File: src/rtl/vrt_defs.svh
// register map, field positions, reset values and timing counts of the
// voltage reference and temperature indicator control block.
// assumes a 25 MHz system clock and an APB byte address of 12 bits.
`ifndef VRT_DEFS_SVH
`define VRT_DEFS_SVH

// ***************************************
// register byte addresses
// ***************************************
`define VRT_ADDR_W 12
`define VRT_CTRL_ADDR 12'h90c
`define VRT_STS_ADDR 12'h910
`define VRT_MSK_ADDR 12'h914

// ***************************************
// control register fields
// ***************************************
`define VRT_CTRL_W 8
`define VRT_REF_EN_BIT 7
`define VRT_READY_BIT 6
`define VRT_TEMP_EN_BIT 5
`define VRT_TEMP_RNG_BIT 4
`define VRT_CDA_GAIN_LSB 2
`define VRT_ADC_GAIN_LSB 0
`define VRT_CTRL_RST 8'h00
`define VRT_CTRL_WMASK 8'hbf

// ***************************************
// event bits of status and mask
// ***************************************
`define VRT_EVT_W 3
`define VRT_EVT_READY_RISE 0
`define VRT_EVT_READY_FALL 1
`define VRT_EVT_ACQ_DONE 2
`define VRT_EVT_RST 3'h0

// ***************************************
// timing
// ***************************************
`define VRT_CLK_PERIOD_NS 40
`define VRT_TEMP_ACQ_NS 25000
`define VRT_TEMP_ACQ_CYC ((`VRT_TEMP_ACQ_NS + `VRT_CLK_PERIOD_NS - 1) / `VRT_CLK_PERIOD_NS)
`define VRT_STAB_CYC 64
`define VRT_TEMP_CHAN 6'h3c

`endif

File: src/rtl/vrt_pkg.sv
// types shared by the voltage reference control block and its helpers.
// assumes vrt_defs.svh is on the include path.
`include "vrt_defs.svh"

package vrt_pkg;

  typedef enum logic [1:0] {
    VRT_REF_OFF = 2'b00,
    VRT_REF_SETTLE = 2'b01,
    VRT_REF_ON = 2'b10
  } vrt_ref_state_type;

  typedef enum logic [1:0] {
    VRT_GAIN_OFF = 2'b00,
    VRT_GAIN_1X = 2'b01,
    VRT_GAIN_2X = 2'b10,
    VRT_GAIN_4X = 2'b11
  } vrt_gain_type;

  typedef struct packed {
    logic [2:0] ff;
    logic level;
  } vrt_sync_type;

  typedef struct packed {
    logic [15:0] cnt;
    logic done;
  } vrt_timer_type;

  typedef struct packed {
    logic [`VRT_CTRL_W-1:0] ctrl;
    logic ready;
    logic ready_prev;
    logic acq_prev;
    logic [`VRT_EVT_W-1:0] sts;
    logic [`VRT_EVT_W-1:0] msk;
    vrt_ref_state_type st;
    logic pready;
    logic pslverr;
    logic [31:0] prdata;
    logic cda_buf_on;
    logic adc_buf_on;
    logic temp_to_adc;
    logic acq_ok;
    logic irq;
  } vrt_regs_type;

endpackage

File: src/rtl/vrt_ctrl.sv
// voltage reference and temperature indicator control register, APB slave.
// assumes a 32-bit APB master on clk_sys_i; analog ready and shared-user
// levels arrive asynchronously; the ADC channel select is on clk_sys_i.
//
// Contract
// control register at 0x90c, 8 bits, writable fields reset to zero, ready read-only
// bit 7 switches the fixed voltage reference on or off
// bit 6 reads one only while the reference output is ready
// bit 5 enables the temperature indicator; disabled means no bias current
// bit 4 selects temperature range: one High, zero Low
// bits 3:2 set comparator/DAC buffer gain; 00 switches buffer off
// bits 1:0 set ADC buffer gain; 00 switches buffer off
// a dedicated ADC channel connects to the temperature indicator output
// software waits at least 25 us after selecting that channel
// after enable, ready stays low through stabilization, then rises
// ready may already read high when another user keeps the reference on
// writes to the ready bit are ignored; it shows internal status
`timescale 1ns/1ps

module vrt_ctrl
  import vrt_pkg::*;
#(
  parameter int STAB_CYCLES = `VRT_STAB_CYC,
  parameter int TEMP_ACQ_CYCLES = `VRT_TEMP_ACQ_CYC,
  parameter logic [5:0] TEMP_CHAN = `VRT_TEMP_CHAN
) (
  input wire logic clk_sys_i,
  input wire logic reset_i,
  input wire logic psel_i,
  input wire logic penable_i,
  input wire logic pwrite_i,
  input wire logic [`VRT_ADDR_W-1:0] paddr_i,
  input wire logic [31:0] pwdata_i,
  input wire logic [3:0] pstrb_i,
  output logic [31:0] prdata_o,
  output logic pready_o,
  output logic pslverr_o,
  input wire logic ref_analog_ready_i,
  input wire logic ref_shared_active_i,
  input wire logic [5:0] adc_chan_i,
  output logic ref_enable_o,
  output logic temp_enable_o,
  output logic temp_range_o,
  output logic [1:0] cmp_dac_gain_o,
  output logic [1:0] adc_gain_o,
  output logic cmp_dac_buf_on_o,
  output logic adc_buf_on_o,
  output logic temp_to_adc_o,
  output logic temp_acq_ok_o,
  output logic irq_o
);

  // ***************************************
  // address decode
  // ***************************************

  // 0 = unmapped, 1 = control, 2 = status, 3 = mask
  function automatic logic [1:0] reg_index(input logic [`VRT_ADDR_W-1:0] addr);
    logic [1:0] idx;
    idx = 2'd0;
    case (addr)
      `VRT_CTRL_ADDR: idx = 2'd1;
      `VRT_STS_ADDR: idx = 2'd2;
      `VRT_MSK_ADDR: idx = 2'd3;
      default: idx = 2'd0;
    endcase
    return idx;
  endfunction

  localparam logic [1:0] REG_NONE = 2'h0;
  localparam logic [1:0] REG_CTRL = 2'h1;
  localparam logic [1:0] REG_STS = 2'h2;
  localparam logic [1:0] REG_MSK = 2'h3;

  function automatic logic buf_on(input logic ref_en, input logic [1:0] gain);
    return ref_en && (vrt_gain_type'(gain) != VRT_GAIN_OFF);
  endfunction

  // ***************************************
  // reference state walk
  // ***************************************

  // dropping the enable always returns to off, so a re-enable settles again
  function automatic vrt_ref_state_type ref_next(input vrt_ref_state_type st, input logic en,
    input logic settled);
    vrt_ref_state_type nxt;
    nxt = st;
    case (st)
      VRT_REF_OFF: begin
        if (en) begin
          nxt = VRT_REF_SETTLE;
        end
      end
      VRT_REF_SETTLE: begin
        if (!en) begin
          nxt = VRT_REF_OFF;
        end else if (settled) begin
          nxt = VRT_REF_ON;
        end
      end
      VRT_REF_ON: begin
        if (!en) begin
          nxt = VRT_REF_OFF;
        end
      end
      default: begin
        nxt = VRT_REF_OFF;
      end
    endcase
    return nxt;
  endfunction

  // ***************************************
  // read data
  // ***************************************

  // unused upper bits read as zero; the ready position shows live status
  function automatic logic [31:0] read_word(input logic [1:0] sel,
    input logic [`VRT_CTRL_W-1:0] ctrl, input logic ready,
    input logic [`VRT_EVT_W-1:0] sts, input logic [`VRT_EVT_W-1:0] msk);
    logic [31:0] word;
    word = 32'h0000_0000;
    case (sel)
      REG_CTRL: begin
        word[`VRT_CTRL_W-1:0] = ctrl;
        word[`VRT_READY_BIT] = ready;
      end
      REG_STS: begin
        word[`VRT_EVT_W-1:0] = sts;
      end
      REG_MSK: begin
        word[`VRT_EVT_W-1:0] = msk;
      end
      default: begin
        word = 32'h0000_0000;
      end
    endcase
    return word;
  endfunction

  // ***************************************
  // event detection
  // ***************************************

  // edges are taken between two registered copies, so each ready edge and
  // each rise of the acquisition level gives exactly one event
  function automatic logic [`VRT_EVT_W-1:0] find_events(input logic ready,
    input logic ready_prev, input logic acq, input logic acq_prev);
    logic [`VRT_EVT_W-1:0] ev;
    ev = '0;
    ev[`VRT_EVT_READY_RISE] = ready && !ready_prev;
    ev[`VRT_EVT_READY_FALL] = !ready && ready_prev;
    ev[`VRT_EVT_ACQ_DONE] = acq && !acq_prev;
    return ev;
  endfunction

  // ***************************************
  // synchronisers and timers
  // ***************************************

  vrt_regs_type r_q;
  vrt_regs_type r_d;
  logic ana_ready_s;
  logic shared_s;
  logic stab_done;
  logic acq_done;
  logic stab_run;
  logic acq_run;

  logic [1:0] async_lv;
  logic [1:0] sync_lv;

  assign async_lv = {ref_shared_active_i, ref_analog_ready_i};
  assign ana_ready_s = sync_lv[0];
  assign shared_s = sync_lv[1];

  // both analog levels cross the same way; one synchroniser each
  for (genvar g = 0; g < 2; g++) begin : g_sync
    vrt_sync3 u_sync (
      .clk_sys_i(clk_sys_i),
      .reset_i(reset_i),
      .async_i(async_lv[g]),
      .level_o(sync_lv[g])
    );
  end

  // ***************************************
  // ready qualification
  // ***************************************

  logic own_settled;
  logic ready_now;

  assign own_settled = (r_q.st == VRT_REF_ON);
  // another user holding the reference up makes our own settle unnecessary
  assign ready_now = ana_ready_s && (own_settled || shared_s);

  // stabilization only runs while the enable is set and not yet on
  assign stab_run = (r_q.st == VRT_REF_SETTLE) && r_q.ctrl[`VRT_REF_EN_BIT];

  vrt_settle_timer #(
    .CYCLES(STAB_CYCLES)
  ) u_stab (
    .clk_sys_i(clk_sys_i),
    .reset_i(reset_i),
    .run_i(stab_run),
    .done_o(stab_done)
  );

  // acquisition window restarts whenever the channel moves away and back
  assign acq_run = r_q.temp_to_adc && (adc_chan_i == TEMP_CHAN);

  vrt_settle_timer #(
    .CYCLES(TEMP_ACQ_CYCLES)
  ) u_acq (
    .clk_sys_i(clk_sys_i),
    .reset_i(reset_i),
    .run_i(acq_run),
    .done_o(acq_done)
  );

  // ***************************************
  // next state
  // ***************************************

  logic [1:0] idx;
  logic acc;
  logic wr;
  logic [`VRT_EVT_W-1:0] evt;
  logic [`VRT_EVT_W-1:0] clr;

  always_comb begin
    r_d = r_q;
    idx = reg_index(paddr_i);
    acc = psel_i && penable_i;
    wr = acc && r_q.pready && pwrite_i && pstrb_i[0];
    evt = '0;
    clr = '0;

    // reference state walk
    r_d.st = ref_next(r_q.st, r_q.ctrl[`VRT_REF_EN_BIT], stab_done);

    r_d.ready = ready_now;

    // events: ready edges and end of temperature acquisition window
    r_d.ready_prev = r_q.ready;
    r_d.acq_prev = acq_done;
    evt = find_events(r_q.ready, r_q.ready_prev, acq_done, r_q.acq_prev);

    // ***************************************
    // APB: one wait state, write lands on the pready edge
    // ***************************************
    r_d.pready = 1'b0;
    // the error flag falls with pready so it never outlives its answer
    r_d.pslverr = 1'b0;
    if (acc && !r_q.pready) begin
      r_d.pready = 1'b1;
      r_d.pslverr = (idx == REG_NONE);
      r_d.prdata = 32'h0000_0000;
      if (!pwrite_i) begin
        r_d.prdata = read_word(idx, r_q.ctrl, r_q.ready, r_q.sts, r_q.msk);
      end
    end

    // ***************************************
    // write path
    // ***************************************
    if (wr) begin
      case (idx)
        2'd1: begin
          // ready position is masked off: stored bit stays zero
          r_d.ctrl = pwdata_i[`VRT_CTRL_W-1:0] & `VRT_CTRL_WMASK;
        end
        2'd2: clr = pwdata_i[`VRT_EVT_W-1:0];
        2'd3: r_d.msk = pwdata_i[`VRT_EVT_W-1:0];
        default: r_d.msk = r_q.msk;
      endcase
    end

    // ***************************************
    // status and interrupt
    // ***************************************
    // set wins over a clear in the same cycle
    r_d.sts = (r_q.sts & ~clr) | evt;
    r_d.irq = |(r_q.sts & r_q.msk);

    // ***************************************
    // analog controls
    // ***************************************
    r_d.cda_buf_on = buf_on(r_q.ctrl[`VRT_REF_EN_BIT],
                            r_q.ctrl[`VRT_CDA_GAIN_LSB +: 2]);
    r_d.adc_buf_on = buf_on(r_q.ctrl[`VRT_REF_EN_BIT],
                            r_q.ctrl[`VRT_ADC_GAIN_LSB +: 2]);
    // sensor path to the ADC only exists while the indicator is biased
    r_d.temp_to_adc = r_q.ctrl[`VRT_TEMP_EN_BIT];
    r_d.acq_ok = acq_done;
  end

  // ***************************************
  // state register
  // ***************************************

  always_ff @(posedge clk_sys_i) begin
    if (reset_i) begin
      r_q.ctrl <= `VRT_CTRL_RST;
      r_q.ready <= 1'b0;
      r_q.ready_prev <= 1'b0;
      r_q.acq_prev <= 1'b0;
      r_q.sts <= `VRT_EVT_RST;
      r_q.msk <= `VRT_EVT_RST;
      r_q.st <= VRT_REF_OFF;
      r_q.pready <= 1'b0;
      r_q.pslverr <= 1'b0;
      r_q.prdata <= 32'h0000_0000;
      r_q.cda_buf_on <= 1'b0;
      r_q.adc_buf_on <= 1'b0;
      r_q.temp_to_adc <= 1'b0;
      r_q.acq_ok <= 1'b0;
      r_q.irq <= 1'b0;
    end else begin
      r_q <= r_d;
    end
  end

  // ***************************************
  // outputs
  // ***************************************

  assign prdata_o = r_q.prdata;
  assign pready_o = r_q.pready;
  assign pslverr_o = r_q.pslverr;
  assign ref_enable_o = r_q.ctrl[`VRT_REF_EN_BIT];
  assign temp_enable_o = r_q.ctrl[`VRT_TEMP_EN_BIT];
  assign temp_range_o = r_q.ctrl[`VRT_TEMP_RNG_BIT];
  assign cmp_dac_gain_o = r_q.ctrl[`VRT_CDA_GAIN_LSB +: 2];
  assign adc_gain_o = r_q.ctrl[`VRT_ADC_GAIN_LSB +: 2];
  assign cmp_dac_buf_on_o = r_q.cda_buf_on;
  assign adc_buf_on_o = r_q.adc_buf_on;
  assign temp_to_adc_o = r_q.temp_to_adc;
  assign temp_acq_ok_o = r_q.acq_ok;
  assign irq_o = r_q.irq;

endmodule

File: src/rtl/vrt_sync3.sv
// three-stage synchroniser for one level from outside the clock domain.
// assumes the input may change at any time; the output follows once
// the second and third stages agree.
`timescale 1ns/1ps

module vrt_sync3
  import vrt_pkg::*;
(
  input wire logic clk_sys_i,
  input wire logic reset_i,
  input wire logic async_i,
  output logic level_o
);

  vrt_sync_type s_q;
  vrt_sync_type s_d;

  always_comb begin
    s_d = s_q;
    s_d.ff = {s_q.ff[1:0], async_i};
    // only stages two and three are compared; stage one may be metastable
    if (s_q.ff[1] == s_q.ff[2]) begin
      s_d.level = s_q.ff[2];
    end
  end

  always_ff @(posedge clk_sys_i) begin
    if (reset_i) begin
      s_q <= '0;
    end else begin
      s_q <= s_d;
    end
  end

  assign level_o = s_q.level;

endmodule

File: src/rtl/vrt_settle_timer.sv
// settle timer: done rises after run has been high for CYCLES edges and
// stays high until run falls.
// assumes CYCLES lies between 1 and 65535.
`timescale 1ns/1ps

module vrt_settle_timer
  import vrt_pkg::*;
#(
  parameter int CYCLES = 64
) (
  input wire logic clk_sys_i,
  input wire logic reset_i,
  input wire logic run_i,
  output logic done_o
);

  vrt_timer_type t_q;
  vrt_timer_type t_d;

  always_comb begin
    t_d = t_q;
    if (!run_i) begin
      t_d = '0;
    end else if (!t_q.done) begin
      if (t_q.cnt == 16'(CYCLES - 1)) begin
        t_d.done = 1'b1;
      end else begin
        t_d.cnt = t_q.cnt + 16'h0001;
      end
    end
  end

  always_ff @(posedge clk_sys_i) begin
    if (reset_i) begin
      t_q <= '0;
    end else begin
      t_q <= t_d;
    end
  end

  assign done_o = t_q.done;

endmodule

File: config.mk
export PLATFORM = sky130hd
export DESIGN_NAME = vrt_ctrl
export DESIGN_NICKNAME = d
export VERILOG_FILES = /design/src/rtl/vrt_pkg.sv /design/src/rtl/vrt_ctrl.sv /design/src/rtl/vrt_sync3.sv /design/src/rtl/vrt_settle_timer.sv
export VERILOG_INCLUDE_DIRS = /design/src /design/src/rtl
export SDC_FILE = /design/constraint.sdc
export NUM_CORES = 1
export LEC_CHECK = 0
export BUFFER_PORTS_ARGS = -buffer_cell sky130_fd_sc_hd__buf_4
export CORE_MARGIN = 2
export CORE_UTILIZATION = 50
export CTS_CLUSTER_DIAMETER = 150
export DETAILED_ROUTE_END_ITERATION = 6
export PLACE_DENSITY = 0.78
export SLEW_MARGIN = 20
export SYNTH_ARGS = -nofsm -noshare
export SYNTH_HDL_FRONTEND = slang
export SYNTH_SLANG_ARGS = --single-unit
File: constraint.sdc
create_clock -name clk_sys_i -period 2.5 [get_ports clk_sys_i]
set_clock_uncertainty 0.05 [all_clocks]
set_input_delay 0.5 -clock clk_sys_i [delete_from_list [all_inputs] [get_ports clk_sys_i]]
set_output_delay 0.5 -clock clk_sys_i [all_outputs]
set_load 0.02 [all_outputs]
After elaboration in Yosys (flattened, before gate mapping)
Index checks and enable logic that the tools add are counted.
- flip-flop bits (word level): 98
- word-level logic and storage cells: 98
- add/subtract/negate cells: 2
- reductions and logical operators: 31
- equal/unequal tests: 16
- mux-type cells: 16
- bitwise logic cells: 11
- operator list (kind ; number):
    == test 12 bit (second input constant) ; 3
    two-way mux 34 bit ; 1
    adder 16 x 1 -> 16 bit (second input constant) ; 2
    == test 16 x 10 -> 1 bit (second input constant) ; 1
    == test 16 x 6 -> 1 bit (second input constant) ; 1
    logical AND 1 bit ; 13
    case mux 2 bit (3 select lines) ; 2
    case mux 3 bit (3 select lines) ; 1
    two-way mux 2 bit ; 4
    two-way mux 8 bit ; 1
    AND reduction 2 bit ; 4
    inverter 1 bit ; 7
    AND 3 bit ; 2
    == test 2 bit (second input constant) ; 3
    == test 6 bit (second input constant) ; 1
    two-way mux 3 bit ; 2
    OR reduction 2 bit ; 3
    two-way mux 5 bit ; 1
    == test 2 x 1 -> 1 bit (second input constant) ; 2
    zero test 1 bit ; 4
    zero test 2 bit ; 2
    two-way mux 1 bit ; 4
    != test 2 bit (second input constant) ; 2
    nonzero test 2 bit ; 2
    other kinds (7) ; 8

Depth between registers and ports, before layout
Gate-level depths: netlist of the first run.
- depth after elaboration: 8
- depth in mapped cells: 6
- depth with buffers taken out: 6

Hierarchy
Synthesis of the first run repeated with hierarchy kept, for this count alone.
- cells, all modules: 395
- area, all modules: 3504.6 µm²
- modules (own cells, without submodules) (module ; cells an instance ; area each (µm²) ; sequential area each (µm²) ; instances):
    vrt_ctrl ; 180 ; 1572.8 ; 640.6 ; 1
    vrt_settle_timer at u_stab ; 100 ; 869.6 ; 340.3 ; 1
    vrt_settle_timer at u_acq ; 95 ; 837.1 ; 340.3 ; 1
    vrt_sync3 ; 10 ; 112.6 ; 80.1 ; 2

Worst setup path after synthesis of the first run
No wires, ideal clock.
- kind: input-to-reg
- from: input paddr_i[7]
- to: register r_q, in the netlist temp_enable_o
- stages: 5
- slack: 0.371 ns
- setup time: 0.132 ns
- arrival time: 1.947 ns
- path through: or4b_4 -> or4_4 -> buf_2 -> o21ai_1 -> a21oi_1
- word-level cells in the longest chain between the ends: 4
- elaborated cells on any way between the ends: 6
- those cells by class: eq/ne (4); mux (1); reduce/logical (1)
- ends and longest elaborated chain (element ; RTL line ; source):
    from (decl) ; vrt_ctrl.sv:32 ; input wire logic [`VRT_ADDR_W-1:0] paddr_i,
    == test 12 bit ; vrt_ctrl.sv:61 ; case (addr)
    case mux 2 bit (3 select lines) * ; vrt_ctrl.sv:61 ;
    == test 2 x 1 -> 1 bit * ; vrt_ctrl.sv:269 ; case (idx)
    AND reduction 2 bit (no source line) * ; n/a ;
    to (signal assigned) ; vrt_ctrl.sv:321 ; r_q <= r_d;
    to (decl) ; vrt_ctrl.sv:161 ; vrt_regs_type r_q;
Mark *: on every way between the ends. The rest lies on a longest branch, timed or not.
A chain may end at the register's enable or synchronous reset.

Worst setup path in the final report of the first run
- from: input paddr_i[7]
- to: register r_q[45] in the netlist's numbering
- word-level cells in the longest chain between the ends: 8
- elaborated cells on any way between the ends: 10
- those cells by class: eq/ne (4); mux (3); bitwise (3)
- ends and longest elaborated chain (element ; RTL line ; source):
    == test 12 bit ; vrt_ctrl.sv:61 ;
    case mux 2 bit (3 select lines) * ; vrt_ctrl.sv:61 ;
    == test 2 bit * ; vrt_ctrl.sv:269 ;
    two-way mux 3 bit * ; vrt_ctrl.sv:269 ;
    two-way mux 3 bit * ; vrt_ctrl.sv:268 ; if (wr) begin
    inverter 3 bit * ; vrt_ctrl.sv:284 ; r_d.sts = (r_q.sts & ~clr) | evt;
    AND 3 bit * ; vrt_ctrl.sv:284 ;
    bitwise OR 3 bit * ; vrt_ctrl.sv:284 ;
Marked as above.

==> reports/qor.yml, run 1 <==
run_status:
  run_status: "finished, final reports clean"
floorplan:
  die_h_um: 86.7
  floorplan.die_area_um2: 7520
  start_util_pct: 50.9
  placement_rows: 30
  ios: 107
  core_area_um2: 6720
  die-width_um: 86.7
placed_design:
  port_buffers: 54
  gp_congestion: 0.844
  dpl.hpwl_um: 5000
cts:
  cts-root-buf: "clkbuf_8"
  cts_sinks: 74
  numCtsBuffers: 9
  hold_buffers: 0
  clock_path_buffers: 2
  cts_resized: 0
  cts_setup_buffers: 0
  cts_tree: "yes"
  htree_num_levels: 3
  path_clk_slew_ps: 80
  clk_latency_ps: 350
yosys:
  async_reset_ff_share_pct: 0
  synth_xor_area_share_pct: 4.35
  synth_cells: 399
  synthMuxAreaShare_pct: 1.76
  synth_edf_count: 0
  ys.flop_type: "dfxtp_1"
  synthDistinctLibCells: 46
  synth_top_family_by_area: "simple AND/OR/NAND/NOR gates"
  synth_warnings: 0
  syn_area_um2: 3420
  synth_area_leaders: "dfxtp_1 (43%), buf_4 (7.9%), a21oi_1 (4.8%), nand3_1 (4.1%), nor2_1 (4.1%)"
  yosysMostFrequentCell: "dfxtp_1"
  synthAdderAreaFrac_pct: 1.10
  yosysTopAreaCell: "dfxtp_1"
  syn_avg_cell_area_um2: 8.57
  seq_area_frac_synth_pct: 43.3
  synth_common_cells: "dfxtp_1 (74), nor2_1 (37), buf_4 (36), a21oi_1 (33)"
  yosys.area_share.simple_pct: 27.0
  synth_compound_area_share_pct: 11.7
  synth_top_area_share_pct: 43.3
  synth-seq-cells: 74
critical_path:
  arrival_ps: 2170
  rrSetupSlack_ps: 560
  cp-end-kind: "flop"
  crit_type: "in -> reg"
  cp_slowest_stage_delay_ps: 560
  path_delay_family: "simple AND/OR/NAND/NOR gates"
  worst_setup_path_start_kind: "input port"
  r2r_end: "u_acq.t_q[16]"
  path_cells: "buf_4 > or4b_4 > or4_4 > o41ai_2 > a21oi_1"
  worstRegToRegCells: 4
  cp.required_ps: 2680
  critPathMaxFanout: 4
  cp_num_buf_inv: 1
  timing.rr.start: "u_acq.t_q[5]"
  cp_slowest_cell: "or4b_4"
cells_and_area:
  seqCellArea_um2: 1480
  post-route-util_pct: 58.9
  fill_cells: 580
  layout.nets: 508
  syn_to_final_growth_pct: 15.7
  n_antenna_cell: 0
  multi_input_area_um2: 1660
  drive_gt1_share_pct: 17.8
pwr:
  power_density_nw_per_um2: 590
  vdd_drop_max_mv: 0.412
  leakage_nw: 1.42
global_route:
  grt_max_degree: 34
  antenna_found_initial: 0
  grt-ovfl-total: 0
  grt_use_total_pct: 18.9
  grt_pass1_vias: 2624
  grt_pass1_wl_um: 11400
detailed_routing:
  drc: 0
  via_per_inst: 5.40
  drt_iter0_drc: 143
  wirelength_um: 6800
  wl_per_cell_um: 12.9
  dr.pass1.iters: 4
  num_vias: 2854
  postRouteAntennaNets: 0
timing:
  fmax_ghz: 0.502
  hold_violations: 0
  drv_slew: 0
  rsz0062_at_grt: "no"
  worst_pin_slew_ps: 585
  max_slew_margin_pct: 61.0
  hold-worst-slack_ps: 309
  fin_crit_ps: 1990
  finalSetupViolations: 0
  finalCritPeriodShare_pct: 79.7
  setup_tns_ps: 0
hold_path:
  worstHoldPathCells: 2
  min-delay-start: "ref_analog_ready_i"
  holdPathEnd: "g_sync[0].u_sync.s_d[2]"
  min_path_type: "in -> reg"
job:
  cap_violations: 0
-- kinds of logic (layout without fill, tap and decap cells) --
| family | Yosys count | in the layout |
|---|---|---|
| AO/OA/AOI/OAI | 68 | 68 |
| XOR/XNOR | 17 | 17 |
| adder cells (fa/ha/maj) | 3 | 3 |
| buffers and inverters | 60 | 87 |
| flip-flops | 74 | 74 |
| multiplexers | 6 | 6 |
| other | 1 | 24 |
| AND/OR/NAND/NOR | 170 | 170 |
-- stage by stage --
stage                     cell area, um^2  power [mW]  setup slack (ps)  instances
after floorplan                      3510        1.30               371        422
after global placement               3730        1.33               204        513
after detailed placement             3730        1.33               188        513
after CTS                            3960        2.35               521        529
after global routing                 3960        2.41               367        529
final                                3960        2.33               506        529
-- worst reg2reg max path, delay by kind of cell (launching register included) --
kind	cells	cell delay [ps]
AND/OR/NAND/NOR	3	1270
flip-flops	1	420
AO/OA/AOI/OAI	1	140
-- routing by layer --
| metal | share of wire, % | GRT usage (%) | vias to the layer above | wire, um |
|---|---|---|---|---|
| met2 | 49 | 31.6 | 92 | 3320 |
| met5 | 0 | 0 | - | 0 |
| met3 | 5.2 | 3.62 | 13 | 353 |
| met1 | 44 | 23.2 | 1326 | 2990 |
| met4 | 2.0 | 9.38 | 0 | 139 |
| li1 | - | - | 1423 | - |
-- final cells by class --
cell class | count | share of cell area (%)
repair buffers | 59 | 11.2
well taps | 80 | 2.53
multi-input cells | 288 | 42.0
inverters | 12 | 1.14
clock buffers | 9 | 3.13
flip-flops and latches | 74 | 37.4
clock inverters | 7 | 2.53
-- sequential cells by signal (all words and copies together), names as in the netlist, 2 cells and up --
register               count
adc_gain_o                 2
cmp_dac_gain_o             2
g_sync.u_sync.level_o      2
g_sync.u_sync.s_d          4
g_sync.u_sync.s_q          2
prdata_o                   8
r_q                        9
u_acq.t_q                 16
u_stab.t_q                16
-- report_power, final --
group          switching, mW  total (mW)  internal, mW
Combinational         0.0714       0.116        0.0447
Sequential           0.00189        1.18          1.18
Clock                  0.464        1.03         0.568
Total                  0.538        2.33          1.80
-- cell usage in the layout (no fill, tap or decap), drive strengths merged, types with 9 or more instances in the layout --
cell	netlist	final
dfxtp	74	74
nor2b	10	10
conb	1	24
o21ai	21	21
a21oi	33	33
clkbuf	9	9
xnor2	13	13
nor4	10	10
buf	39	59
inv	12	14
nand3	28	28
nor2	37	37
nand2	28	28
-- worst max-delay path by stage --
stage | from | endpoint | slack (ps) | depth (start not counted)
after global routing | u_stab.t_q[1] | u_stab.t_q[3] | 370 | 5
after floorplan | paddr_i[7] | temp_enable_o | 370 | 5
final | paddr_i[7] | r_q[45] | 510 | 5
after detailed placement | paddr_i[7] | temp_enable_o | 190 | 6
after CTS | paddr_i[7] | r_q[45] | 520 | 5
after global placement | paddr_i[7] | temp_enable_o | 200 | 6
Power figures use the tool's default switching activity.
==> run 2: changes to the inputs <==
CORE_UTILIZATION = 46   (was 50)
PLACE_DENSITY = 0.76   (was 0.78)
clock period = 1.8 ns   (was 2.5 ns; I/O delays follow)
==> run 2 against run 1 <==
  * Flip-flop and latch count unchanged
  * Die area is 8.3% higher
  * First-iteration DRC count is 35% higher
  * Design area grew 6.3%
  * Utilization shrank 0.58 points
  * Total power is 35% higher
  * Combinational power is 47% higher
  * Wire length is 13% higher
  * Sequential share of layout area decreased by 2.2 points
  * Via count up 3.2%
  * Critical endpoint is now temp_enable_o
  * Largest cell class unchanged
==> reports/qor.yml, run 2 (same netlist as run 1, synthesis figures left out) <==
detailed_routing:
  drt_iter0_drc: 193
  via_per_inst: 5.16
  drc: 0
  wirelength_um: 7680
  postRouteAntennaNets: 0
  num_vias: 2946
  wl_per_cell_um: 13.4
  dr.pass1.iters: 4
cts:
  numCtsBuffers: 9
  hold_buffers: 0
  htree_num_levels: 3
  cts-root-buf: "clkbuf_8"
  clk_latency_ps: 350
  path_clk_slew_ps: 90
  cts_tree: "yes"
  cts_setup_buffers: 0
  cts_sinks: 74
  clock_path_buffers: 2
placed_design:
  dp_slack_ps: -318
  port_buffers: 54
  dpl.hpwl_um: 5610
  gp_congestion: 0.849
critical_path:
  critPathMaxFanout: 10
  cp.required_ps: 1990
  cp-end-kind: "flop"
  cp_common_cell: "buf_4"
  timing.rr.start: "u_acq.t_q[6]"
  cp_slowest_stage_delay_ps: 550
  cp_slowest_cell: "or4b_4"
  arrival_ps: 1950
  crit_type: "in -> reg"
  path_cells: "buf_4 > or4b_4 > or4_4 > buf_4 > o21ai_2 > a21oi_1"
  cp_num_buf_inv: 2
  critPathLaunch: "paddr_i[7]"
  path_delay_family: "simple AND/OR/NAND/NOR gates"
  worst_setup_path_start_kind: "input port"
floorplan:
  die_h_um: 90.2
  core_area_um2: 7210
  floorplan.die_area_um2: 8140
  start_util_pct: 47.4
  die-width_um: 90.2
  placement_rows: 31
  ios: 107
cells_and_area:
  post-route-util_pct: 58.3
  layout_common_cells: "buf_4 (81), dfxtp_1 (73), nor2_1 (37)"
  drive_gt1_share_pct: 23.7
  reg_top3: "u_acq.t_q: 16 flops, u_stab.t_q: 16 flops, r_q: 9 flops"
  layout.nets: 531
  fill_cells: 659
  syn_to_final_growth_pct: 23.0
  n_antenna_cell: 0
  mostFrequentLayoutCell: "buf_4"
global_route:
  grt_pass1_vias: 2841
  grt_max_degree: 19
  grt_use_total_pct: 19.0
  grt-ovfl-total: 0
  antenna_found_initial: 0
  grt_pass1_wl_um: 12700
timing:
  rsz0062_at_grt: "yes"
  finalSetupViolations: 0
  drv_slew: 0
  max_slew_margin_pct: 66.5
  hold-worst-slack_ps: 170
  hold_violations: 0
  setup_ws_ps: 37.1
  finalCritPeriodShare_pct: 97.9
  worst_pin_slew_ps: 501
  fmax_ghz: 0.567
  fin_crit_ps: 1760
pwr:
  vdd_drop_max_mv: 0.531
  leakage_nw: 1.55
  power_density_nw_per_um2: 751
hold_path:
  min-delay-start: "ref_shared_active_i"
  min_path_type: "in -> reg"
run_status:
  run_status: "finished, final reports clean"
job:
  cap_violations: 0
## run 2: cell types whose count changed in the layout (fill, tap and decap cells not counted), sizes merged
cell,change
buf,+23
bufinv,-1
clkinv,+3
clkinvlp,-3
inv,+1
## run 2: layer usage
| metal | vias up | routed length, um | track usage (%) |
|---|---|---|---|
| met5 | - | 0 | 0 |
| met4 | 0 | 82 | 6.03 |
| met3 | 9 | 389 | 5.53 |
| met2 | 90 | 3910 | 33.1 |
| met1 | 1373 | 3300 | 22.6 |
| li1 | 1474 | - | - |
## run 2: timing repair
item                       4_1_cts  5_1_grt
gates resized for setup          2        8
cloned                           0        0
setup endpoints to repair        2       11
hold endpoints to repair         0        0
## run 2: cell type report
type | count | area [um^2] | area share, %
multi-input cells | 288 | 1720 | 40.8
flip-flops and latches | 74 | 1480 | 35.2
repair buffers | 82 | 628 | 14.9
clock buffers | 9 | 124 | 2.94
well taps | 99 | 124 | 2.94
clock inverters | 7 | 85.1 | 2.02
inverters | 12 | 45.0 | 1.07
## run 2: metrics by stage
| stage | power (mW) | setup TNS, ps | area (um^2) | std cells |
|---|---|---|---|---|
| after floorplan | 1.81 | -1250 | 3510 | 422 |
| after global placement | 1.85 | -3910 | 3940 | 555 |
| after detailed placement | 1.85 | -4380 | 3940 | 555 |
| after CTS | 3.19 | -1.70 | 4160 | 571 |
| after global routing | 3.27 | -64.2 | 4210 | 571 |
| final | 3.16 | 0 | 4210 | 571 |
## run 2: report_power, final
part	switching, mW	total (mW)	internal, mW	leakage, nW
Combinational	0.103	0.171	0.0689	0.844
Clock	0.675	1.34	0.666	0.106
Sequential	0.00272	1.65	1.64	0.598
Total	0.780	3.16	2.38	1.55
## run 2: final timing paths
path                                                end  cells after the start  slack (ps)
worst max register to register            u_acq.t_q[14]                      4          90
worst min-delay path            g_sync[1].u_sync.s_d[2]                      2         170
worst min register to register  g_sync[1].u_sync.s_d[3]                      1         400
worst max-delay path                      temp_enable_o                      6          40
==> run 3: changes to the inputs <==
ABC_AREA = 1   (was not set)
CORE_UTILIZATION = 47   (was 46)
==> run 3 against run 2 <==
  * Flip-flop and latch count stayed put
  * Sequential power hardly changed
  * Clock power is 6% higher
  * Critical path type is now reg -> reg
  * Register-to-register slack better by 100 ps
  * Utilization is 2.4 points lower
==> reports/qor.yml, run 3 <==
detailed_routing:
  postRouteAntennaNets: 0
  dr.pass1.iters: 4
  wirelength_um: 7570
  via_per_inst: 4.85
  num_vias: 3337
  wl_per_cell_um: 11.0
  drc: 0
  drt_iter0_drc: 158
cts:
  cts-root-buf: "clkbuf_8"
  numCtsBuffers: 9
  clk_latency_ps: 350
  path_clk_slew_ps: 80
  hold_buffers: 0
  clock_path_buffers: 2
  htree_num_levels: 3
  cts_tree: "yes"
  cts_sinks: 74
timing:
  finalCritPeriodShare_pct: 89.5
  setup_tns_ps: 0
  fin_crit_ps: 1610
  finalSetupViolations: 0
  fmax_ghz: 0.621
  hold_violations: 0
  rsz0062_at_grt: "no"
  drv_slew: 0
critical_path:
  crit_type: "reg -> reg"
  cp.required_ps: 1990
  cp-end-kind: "flop"
  arrival_ps: 1800
  rrSetupSlack_ps: 190
  worst_setup_path_start_kind: "flop"
  critPathMaxFanout: 4
yosys:
  synthDistinctLibCells: 35
  yosysMostFrequentCell: "nand2_1"
  syn_avg_cell_area_um2: 7.06
  yosysTopAreaCell: "dfxtp_1"
  synth_common_cells: "nand2_1 (110), dfxtp_1 (74), inv_1 (69), nor2_1 (63), nand3_1 (53)"
  syn_area_um2: 3770
  async_reset_ff_share_pct: 0
  synth_cells: 534
  synth-seq-cells: 74
  synth_warnings: 0
  synth_area_leaders: "dfxtp_1 (39%), nand2_1 (11%), buf_4 (7.4%), nand3_1 (7.0%), inv_1 (6.9%)"
  ys.flop_type: "dfxtp_1"
  seq_area_frac_synth_pct: 39.3
  synth_top_area_share_pct: 39.3
  synth_edf_count: 0
floorplan:
  core_area_um2: 7770
  start_util_pct: 48.5
  floorplan.die_area_um2: 8750
  placement_rows: 32
  die_h_um: 93.6
  ios: 107
  die-width_um: 93.6
run_status:
  run_status: "finished, final reports clean"
cells_and_area:
  final_area_um2: 4340
  drive_gt1_share_pct: 16.7
  mostFrequentLayoutCell: "nand2_1"
  fill_cells: 730
  layout.nets: 645
  layout_common_cells: "nand2_1 (110), dfxtp_1 (73), inv_1 (69)"
  n_antenna_cell: 0
  syn_to_final_growth_pct: 15.2
  reg_top3: "u_acq.t_q: 16 flops, u_stab.t_q: 16 flops, r_q: 9 flops"
  post-route-util_pct: 55.9
global_route:
  grt_pass1_vias: 3082
  antenna_found_initial: 0
  grt_use_total_pct: 18.3
  grt-ovfl-total: 0
  grt_max_degree: 36
  grt_pass1_wl_um: 13000
pwr:
  vdd_drop_max_mv: 0.368
  leakage_nw: 1.74
  finalPower_mw: 3.23
  power_density_nw_per_um2: 743
placed_design:
  gp_congestion: 0.903
  dpl.hpwl_um: 5610
  placed_area_um2: 4090
  port_buffers: 54
job:
  cap_violations: 0
hold_path:
  min_path_type: "in -> reg"
[run 3: cell types whose count changed after synthesis, sizes merged, moves of 8 or more]
cell	before	now
a21oi	33	44
clkbuf	9	1
inv	12	72
nand2	28	112
nand2b	8	0
nand3	28	57
nor2	37	69
nor2b	10	0
nor4	10	0
o21ai	21	12
or3	8	0
xnor2	13	1
[run 3: stage by stage]
step | worst slack (ps) | hold slack (ps) | std cells
after floorplan | 334 | 338 | 557
after global placement | 169 | 343 | 671
after detailed placement | 142 | 349 | 671
after CTS | 103 | 174 | 687
after global routing | 9.98 | 163 | 688
final | 190 | 177 | 688
[run 3: power by group]
| part | switching, mW | internal, mW |
|---|---|---|
| clock network | 0.603 | 0.814 |
| registers | 0.00275 | 1.64 |
| logic | 0.103 | 0.0603 |
| total | 0.709 | 2.52 |
[run 3: final timing paths]
path                                start                 endpoint  depth (start not counted)
setup / recovery             u_acq.t_q[2]            u_acq.t_q[15]                          8
hold / removal         ref_analog_ready_i  g_sync[0].u_sync.s_d[2]                          3
setup reg to reg             u_acq.t_q[2]            u_acq.t_q[15]                          8
hold reg to reg   g_sync[1].u_sync.s_d[2]  g_sync[1].u_sync.s_d[3]                          2
[run 3: metal layers]
metal / track usage (%) / part of all wire, %
met1: 22.5 / 46
met4: 7.37 / 2.2
met5: 0 / 0
met2: 31.0 / 47
met3: 4.11 / 4.5
[run 3: logic make-up (layout without fill, tap and decap cells)]
group           count (synthesis)  in the layout  share of synthesized area, %
compound gates                 66             66                          9.72
xor+xnor                       12             12                          2.79
fa+ha+maj                       3              3                         0.996
buf+inv                       118            147                          16.1
flops                          74             74                          39.3
other cells                     1             24                        0.0995
simple gates                  260            260                          31.0
[run 3: repair_timing]
item,4_1_cts,5_1_grt
setup endpoints to repair,0,11
resized for setup,0,4
setup buffers,0,1
[run 3: critical path: stages (launching register included)]
cell and delay (ps):
dfxtp_1 360, ha_1 170, inv_1 80, nor2_4 150, nand3_2 110, nor3_4 260
nand3_2 130, o21ai_1 140, nor2_1 60
[run 3: layout make-up]
class	count	area (um^2)	share of cell area, %
multi-input cells	365	1770	40.8
flip-flops and latches	74	1480	34.1
repair buffers	59	468	10.8
inverters	72	273	6.28
clock buffers	11	141	3.26
well taps	102	128	2.94
clock inverters	5	77.6	1.79
